## config.mk

```make
export PLATFORM = sky130hd
export DESIGN_NAME = cpu_trace_buffer_capture
export DESIGN_NICKNAME = d
export VERILOG_FILES = /design/src/trace_pkg.sv /design/src/cpu_trace_buffer_capture.sv
export SDC_FILE = /design/constraint.sdc
export NUM_CORES = 2
export LEC_CHECK = 0
export BUFFER_PORTS_ARGS = -buffer_cell sky130_fd_sc_hd__buf_2
export CORE_MARGIN = 5
export CORE_UTILIZATION = 60
export CTS_BUF_LIST = sky130_fd_sc_hd__clkbuf_16
export DETAILED_ROUTE_END_ITERATION = 6
export PLACE_DENSITY_LB_ADDON = 0.05
export SETUP_SLACK_MARGIN = 0.1
export SLEW_MARGIN = 25
export SYNTH_ARGS = -nofsm -noshare
export SYNTH_HDL_FRONTEND = slang
export SYNTH_SLANG_ARGS = --single-unit
export TNS_END_PERCENT = 5
```

## constraint.sdc

```tcl
create_clock -name aclk -period 6.86 [get_ports aclk]
set_input_delay 2.058 -clock aclk [delete_from_list [all_inputs] [get_ports aclk]]
set_output_delay 2.058 -clock aclk [all_outputs]
set_load 0.05 [all_outputs]
```

## src/trace_pkg.sv

```systemverilog
// Trace capture constants, line layout and event carriers
package trace_pkg;
// ---------------------------------------------------------------
// ---------------------------------------------------------------

localparam int LINES = 64;
localparam int PTR_W = 6;
localparam int CNT_W = 7;
localparam logic [CNT_W-1:0] CNT_FULL = 7'h40;
localparam logic [CNT_W-1:0] CNT_RESET = 7'h00;

// ---------------------------------------------------------------
// Register map
// ---------------------------------------------------------------
localparam logic [31:0] CTRL_OFS = 32'h00000000;
localparam logic [31:0] COUNT_OFS = 32'h00000004;
localparam logic [31:0] WINDOW_OFS = 32'h00000008;
localparam int CTRL_EN_BIT = 0;
localparam int CTRL_MODE_LSB = 1;
localparam logic [1:0] RESP_OKAY = 2'h0;
localparam logic [1:0] RESP_DECERR = 2'h3;

// ---------------------------------------------------------------
// Field 2 layout
// ---------------------------------------------------------------
localparam int F2_SIZE_BIT = 3;
localparam int F2_DIR_BIT = 2;
localparam logic [3:0] F2_ZERO = 4'h0;
localparam logic [7:0] BYTE_ZERO = 8'h00;

typedef enum logic [1:0] {
	change_of_flow,
	loop_filter_mode,
	detail_mode,
	pure_program_counter_mode
} trace_mode_t;

typedef struct packed {
	logic [3:0] field2;
	logic [7:0] field1;
	logic [7:0] field0;
} trace_line_t;

typedef struct packed {
	logic valid;
	logic source_dest_flag;
	logic vector_flag;
	logic [17:0] pc;
} flow_event_t;

typedef struct packed {
	logic valid;
	logic [17:0] pc;
} opcode_event_t;

typedef struct packed {
	logic valid;
	logic free_cycle;
	logic opcode_fetch;
	logic byte_access;
	logic read;
	logic [17:0] addr;
	logic [15:0] data;
} bus_cycle_t;

endpackage : trace_pkg

```

## src/cpu_trace_buffer_capture.sv

```systemverilog
// Trace capture core with circular line store and register slave
//
// Added by the designer: the register addresses and the AXI4-Lite slave port.
`timescale 1ns/1ps
module cpu_trace_buffer_capture (
	// Clock and reset
	input wire logic aclk,
	input wire logic aresetn,
	// Cpu events
	input trace_pkg::flow_event_t flow_event,
	input trace_pkg::opcode_event_t opcode_event,
	input trace_pkg::bus_cycle_t bus_cycle,
	// Write address
	input wire logic awvalid,
	output logic awready,
	input wire logic [31:0] awaddr,
	input wire logic [2:0] awprot,
	// Write data
	input wire logic wvalid,
	output logic wready,
	input wire logic [31:0] wdata,
	input wire logic [3:0] wstrb,
	// Write response
	output logic bvalid,
	input wire logic bready,
	output logic [1:0] bresp,
	// Read address
	input wire logic arvalid,
	output logic arready,
	input wire logic [31:0] araddr,
	input wire logic [2:0] arprot,
	// Read data
	output logic rvalid,
	input wire logic rready,
	output logic [31:0] rdata,
	output logic [1:0] rresp
);
	import trace_pkg::*;

	// ---------------------------------------------------------------
	// State
	// ---------------------------------------------------------------
	typedef struct packed {
		trace_line_t [LINES-1:0] ram;
		logic [PTR_W-1:0] wr_ptr;
		logic [CNT_W-1:0] trace_line_counter;
		logic [PTR_W-1:0] rd_ptr;
		logic rd_phase;
		logic [17:0] background;
		logic trace_source_enable;
		trace_mode_t trace_mode_select;
		logic aw_got;
		logic [31:0] aw_addr;
		logic w_got;
		logic [31:0] w_data;
		logic [3:0] w_strb;
		logic awready;
		logic wready;
		logic bvalid;
		logic [1:0] bresp;
		logic arready;
		logic rvalid;
		logic [31:0] rdata;
		logic [1:0] rresp;
		logic rd_is_high;
	} state_t;

	state_t st;
	state_t next_st;
	trace_line_t line_a;
	trace_line_t line_b;
	trace_line_t rd_line;
	logic store_a;
	logic store_b;
	logic [PTR_W-1:0] oldest;
	logic [PTR_W-1:0] ptr_b;
	logic [CNT_W-1:0] cnt_step;
	logic [CNT_W:0] cnt_sum;

	// ---------------------------------------------------------------
	// Line builders
	// ---------------------------------------------------------------
	// Vector implies destination even if the core forgets to flag it
	function automatic trace_line_t flow_line(input flow_event_t ev);
		trace_line_t l;
		l.field2 = {ev.source_dest_flag | ev.vector_flag, ev.vector_flag, ev.pc[17:16]};
		l.field1 = ev.pc[15:8];
		l.field0 = ev.pc[7:0];
		return l;
	endfunction : flow_line

	function automatic trace_line_t pc_line(input logic [17:0] pc);
		trace_line_t l;
		l.field2 = {2'b00, pc[17:16]};
		l.field1 = pc[15:8];
		l.field0 = pc[7:0];
		return l;
	endfunction : pc_line

	function automatic trace_line_t addr_line(input bus_cycle_t bc);
		trace_line_t l;
		l.field2 = {bc.byte_access, bc.read, bc.addr[17:16]};
		l.field1 = bc.addr[15:8];
		l.field0 = bc.addr[7:0];
		return l;
	endfunction : addr_line

	// Core supplies the byte of a byte access on data[7:0]
	function automatic trace_line_t data_line(input bus_cycle_t bc);
		trace_line_t l;
		l.field2 = F2_ZERO;
		if (bc.byte_access) begin
			l.field1 = BYTE_ZERO;
			l.field0 = bc.data[7:0];
		end else begin
			l.field1 = bc.data[15:8];
			l.field0 = bc.data[7:0];
		end
		return l;
	endfunction : data_line

	// ---------------------------------------------------------------
	// Next state
	// ---------------------------------------------------------------
	always_comb begin
		next_st = st;
		line_a = '0;
		line_b = '0;
		store_a = 1'b0;
		store_b = 1'b0;
		ptr_b = '0;
		cnt_step = '0;
		cnt_sum = '0;
		oldest = (st.trace_line_counter == CNT_FULL) ? st.wr_ptr : '0;
		rd_line = st.ram[st.rd_ptr];

		// Write response retires first so a new write can be taken
		if (st.bvalid && bready) begin
			next_st.bvalid = 1'b0;
		end
		if (awvalid && st.awready) begin
			next_st.aw_got = 1'b1;
			next_st.aw_addr = awaddr;
		end
		if (wvalid && st.wready) begin
			next_st.w_got = 1'b1;
			next_st.w_data = wdata;
			next_st.w_strb = wstrb;
		end
		if (next_st.aw_got && next_st.w_got && !next_st.bvalid) begin
			next_st.aw_got = 1'b0;
			next_st.w_got = 1'b0;
			next_st.bvalid = 1'b1;
			next_st.bresp = RESP_OKAY;
			unique case (next_st.aw_addr)
				CTRL_OFS: begin
					if (next_st.w_strb[0]) begin
						next_st.trace_source_enable = next_st.w_data[CTRL_EN_BIT];
						next_st.trace_mode_select =
							trace_mode_t'(next_st.w_data[CTRL_MODE_LSB +: 2]);
					end
				end
				COUNT_OFS: begin
					// Any write empties the store
					next_st.trace_line_counter = CNT_RESET;
					next_st.wr_ptr = '0;
					next_st.rd_ptr = '0;
					next_st.rd_phase = 1'b0;
				end
				WINDOW_OFS: begin
					// Restarts an interrupted readout from the oldest line
					next_st.rd_ptr = oldest;
					next_st.rd_phase = 1'b0;
				end
				default: begin
					next_st.bresp = RESP_DECERR;
				end
			endcase
		end
		next_st.awready = !next_st.aw_got && !next_st.bvalid;
		next_st.wready = !next_st.w_got && !next_st.bvalid;

		// Read channel
		if (st.rvalid && rready) begin
			next_st.rvalid = 1'b0;
		end
		if (arvalid && st.arready) begin
			next_st.rvalid = 1'b1;
			next_st.rresp = RESP_OKAY;
			next_st.rdata = '0;
			next_st.rd_is_high = 1'b0;
			unique case (araddr)
				CTRL_OFS: begin
					next_st.rdata[CTRL_EN_BIT] = st.trace_source_enable;
					next_st.rdata[CTRL_MODE_LSB +: 2] = st.trace_mode_select;
				end
				COUNT_OFS: begin
					next_st.rdata[CNT_W-1:0] = st.trace_line_counter;
				end
				WINDOW_OFS: begin
					// Reads as zero while tracing is not enabled
					if (st.trace_source_enable) begin
						if (!next_st.rd_phase) begin
							next_st.rdata[15:0] = {rd_line.field1, rd_line.field0};
							next_st.rd_phase = 1'b1;
						end else begin
							next_st.rdata[3:0] = rd_line.field2;
							next_st.rd_is_high = 1'b1;
							next_st.rd_phase = 1'b0;
							next_st.rd_ptr = next_st.rd_ptr + 1'b1;
						end
					end
				end
				default: begin
					next_st.rresp = RESP_DECERR;
				end
			endcase
		end
		next_st.arready = !next_st.rvalid;

		// Capture; the core qualifies flow events itself
		if (st.trace_source_enable) begin
			unique case (st.trace_mode_select)
				change_of_flow: begin
					if (flow_event.valid) begin
						store_a = 1'b1;
						line_a = flow_line(flow_event);
					end
				end
				loop_filter_mode: begin
					if (flow_event.valid && (flow_event.source_dest_flag ||
						flow_event.vector_flag || flow_event.pc != st.background)) begin
						store_a = 1'b1;
						line_a = flow_line(flow_event);
					end
				end
				detail_mode: begin
					if (bus_cycle.valid && !bus_cycle.free_cycle &&
						!bus_cycle.opcode_fetch) begin
						store_a = 1'b1;
						store_b = 1'b1;
						line_a = addr_line(bus_cycle);
						line_b = data_line(bus_cycle);
					end
				end
				pure_program_counter_mode: begin
					if (opcode_event.valid) begin
						store_a = 1'b1;
						line_a = pc_line(opcode_event.pc);
					end
				end
			endcase
		end

		// Both lines of a detail entry land in the same edge
		ptr_b = next_st.wr_ptr + 1'b1;
		if (store_a) begin
			next_st.ram[next_st.wr_ptr] = line_a;
		end
		if (store_b) begin
			next_st.ram[ptr_b] = line_b;
		end
		cnt_step = {5'h00, store_b, store_a & !store_b} ;
		next_st.wr_ptr = next_st.wr_ptr + cnt_step[PTR_W-1:0];
		cnt_sum = {1'b0, next_st.trace_line_counter} + {1'b0, cnt_step};
		next_st.trace_line_counter = (cnt_sum > {1'b0, CNT_FULL}) ?
			CNT_FULL : cnt_sum[CNT_W-1:0];
		// Compare sees the new value from the next edge on only
		if (store_a && st.trace_mode_select == loop_filter_mode) begin
			next_st.background = flow_event.pc;
		end
	end

	// ---------------------------------------------------------------
	// Registers
	// ---------------------------------------------------------------
	// Store keeps its lines across reset so a crash can be read out
	always_ff @(posedge aclk) begin
		if (!aresetn) begin
			st <= '0;
			st.ram <= st.ram;
		end else begin
			st <= next_st;
		end
	end

	assign awready = st.awready;
	assign wready = st.wready;
	assign bvalid = st.bvalid;
	assign bresp = st.bresp;
	assign arready = st.arready;
	assign rvalid = st.rvalid;
	assign rdata = st.rdata;
	assign rresp = st.rresp;

	logic no_bus_write;
	assign no_bus_write = !(st.aw_got || (awvalid && st.awready));
endmodule : cpu_trace_buffer_capture

```

==> impl_metrics.toml <==
[run_status]
status = "finished, final reports clean"

[place]
place_congestion = 0.960
dp_cells = 8785
placed_cell_area_mm2 = 0.0813
io_buffers = 178
hpwl_um = 173000

[floorplanning]
die_w_um = 374
num_rows = 133
core_area_mm2 = 0.132
io_pins = 233
die_area_mm2 = 0.140
start_util = 0.605
die_y_um = 374

[setup_path]
worstReg2RegStart = "st[112]"
r2r_cells = 13
path_max_fanout = 36
crit_type = "in -> reg"
r2r_slack_ps = 1830
cp.required_ps = 7480
end_kind = "flip-flop"
r2r_end = "st[142]"
cp-start-kind = "input port"
cp.arrival_ps = 6440

[synth]
synth_most_common_cell = "nor2_1"
avgSynthCellArea_um2 = 10.7
syn_area_mm2 = 0.0796
synthTopCellsByCount = "nor2_1 (1,455), edfxtp_1 (1,280), a21oi_1 (1,176), a211oi_1 (730), nand2_1 (424)"
synth-main-ff-cell = "edfxtp_1"
yosysWarnings = 0
synthTopCellsByArea = "edfxtp_1 (48%), mux4_2 (12%), a21oi_1 (7.4%)"
synth_top_cell_by_area = "edfxtp_1"
synthArstFlopShare = 0
ys_seq_elements = 1382
synth_edf_count = 1280
netlist_instances = 7455
synthDistinctLibCells = 78
yosysSeqAreaShare = 0.508
synth_top_area_frac = 0.483

[global_routing]
grt_pass1_wl_um = 410000
grt_pass1_vias = 60500
grt.overflow.total = 0
grt_max_degree = 171
antenna_found_initial = 19
track_usage = 0.393

[routing]
drt_iter0_markers = 10300
ant_nets = 0
routed_via_density = 7.11
drcViolationCount = 0
wire_per_inst_um = 31.4
wirelength_um = 285000
first_pass_iters = 6
vias = 64600

[sta]
rsz0062_at_grt = "false"
maxSlewViolCount = 0
fin_crit_ps = 5820
final.setup.tns_ps = 0
max_freq_ghz = 0.172
hold_viol_final = 0
min_period_over_period = 0.848
fin_skew_ps = 28.3
maxSlewHeadroom = 0.194
setup_viol = 0
worst_pin_slew_ps = 1190

[hold_path]
min_path_cells = 2
hold_start = "rdata[11]"
holdPathEnd = "rdata[11]"
hp-class = "reg -> reg"

[power]
comb_power_share = 0.061
seq_power_share = 0.510
p_sw_frac = 0.230
intPower_mw = 15.0
ir_worst_vdd_mv = 0.241
p_sw_mw = 4.49
clkPwrFrac = 0.429
p_per_area_mw_per_mm2 = 226
p_leak_nw = 28.0

[clock_network]
worstSkewPairLatency_ps = 810
cts-root-buf = "clkbuf_16"
clockBufferDepth = 3
ctsHoldBuffers = 0
cts_setup_buffers = 0
cts-buffers-inserted = 155
cts_max_level = 4
cts_sinks = 1382
cts_tree = "built"
cts.clk_slew.worst_paths_ps = 60
cts.repair.resized = 0

[layout]
fin_nets = 7387
final_cell_count_no_fill = 9080
drive_gt1_frac = 0.166
final_area_mm2 = 0.0863
syn2layout_area_growth_pct = 8.45

[run]
cap_violations = 0
==> sequential cells by signal, indices dropped and copies added (netlist names) <==
name	count
st	1359
rdata	16
arready	1
awready	1
bresp	1
bvalid	1
rresp	1
rvalid	1
wready	1
==> power groups by stage <==
stage | Clock (mW) | Sequential [mW] | Combinational (mW)
finish | 8.37 | 9.96 | 1.19
global route | 8.77 | 10.0 | 1.26
CTS | 8.41 | 9.95 | 1.16
detailed placement | 0 | 10.1 | 1.15
global placement | 0 | 10.1 | 1.12
floorplan | 0 | 10.0 | 0.692
==> worst max-delay path, cell delays in order <==
cell and delay [ps]:
buf_2 100, nor4_1 400, nand3_1 240, o22ai_4 410
and3_1 420, nor2_1 140, ha_1 360, xnor2_1 660
nand3_2 580, nor2_2 230, buf_4 440, a211oi_1 130
a21oi_1 190
==> worst max path at each step <==
stage	from	to	slack, ps	cells past startpoint
global route	awvalid	st[699]	960	13
finish	awaddr[22]	st[1126]	1040	13
detailed placement	awvalid	st[294]	440	16
floorplan	awaddr[4]	st[507]	1230	16
global placement	awvalid	st[693]	490	12
CTS	awvalid	st[294]	1290	16
==> layout by cell type (no fill, tap or decap), types with 17 or more instances in the layout <==
cell type	instances
nor2_1	1402
edfxtp_1	1280
a21oi_1	1170
a211oi_1	730
nand2_1	413
mux4_2	409
mux2i_1	265
buf_4	225
o21ai_1	202
buf_2	177
clkbuf_16	162
dfxtp_1	97
nand4_1	70
inv_1	67
nor2_2	65
o21ai_0	53
nand3_1	43
clkinv_1	38
buf_12	30
xor2_1	28
nor4_1	25
clkinv_2	24
and3_1	20
nand2b_1	18
a221oi_1	18
nor3_1	17
==> per-layer routing <==
metal / up-vias / wire [um] / share of wire / GRT usage
met5: - / 74 / 0.00026 / 0
met4: 12 / 21500 / 0.075 / 0.246
met3: 828 / 39700 / 0.14 / 0.126
met2: 4855 / 123000 / 0.43 / 0.580
met1: 31400 / 101000 / 0.35 / 0.506
li1: 27500 / - / - / -
==> cell families after synthesis <==
logic type	synth area share
AO/OA/AOI/OAI	0.172
AND/OR/NAND/NOR	0.111
flip-flops	0.508
buffers and inverters	0.0529
multiplexers	0.151
XOR/XNOR	0.00385
adder cells (fa/ha/maj)	0.00145
other	0.0000471
==> final cells by class <==
| cell class | instances | area, um^2 |
|---|---|---|
| clock inverters | 125 | 948 |
| inverters | 34 | 128 |
| clock buffers | 162 | 4050 |
| well taps | 1755 | 2200 |
| multi-input cells | 5182 | 35300 |
| repair buffers | 432 | 3180 |
| fillers | 10200 | 45300 |
| flip-flops and latches | 1382 | 40500 |
| diodes | 8 | 20.0 |
==> per-stage QoR <==
stage	hold WS [ps]	power [mW]	setup slack (ps)	utilization
floorplan	417	10.7	1230	-
global placement	423	11.2	491	0.617
detailed placement	426	11.3	440	0.618
CTS	435	19.5	1290	0.656
global route	454	20.0	960	0.656
finish	433	19.5	1040	0.656
Power figures use the tool's default switching activity.
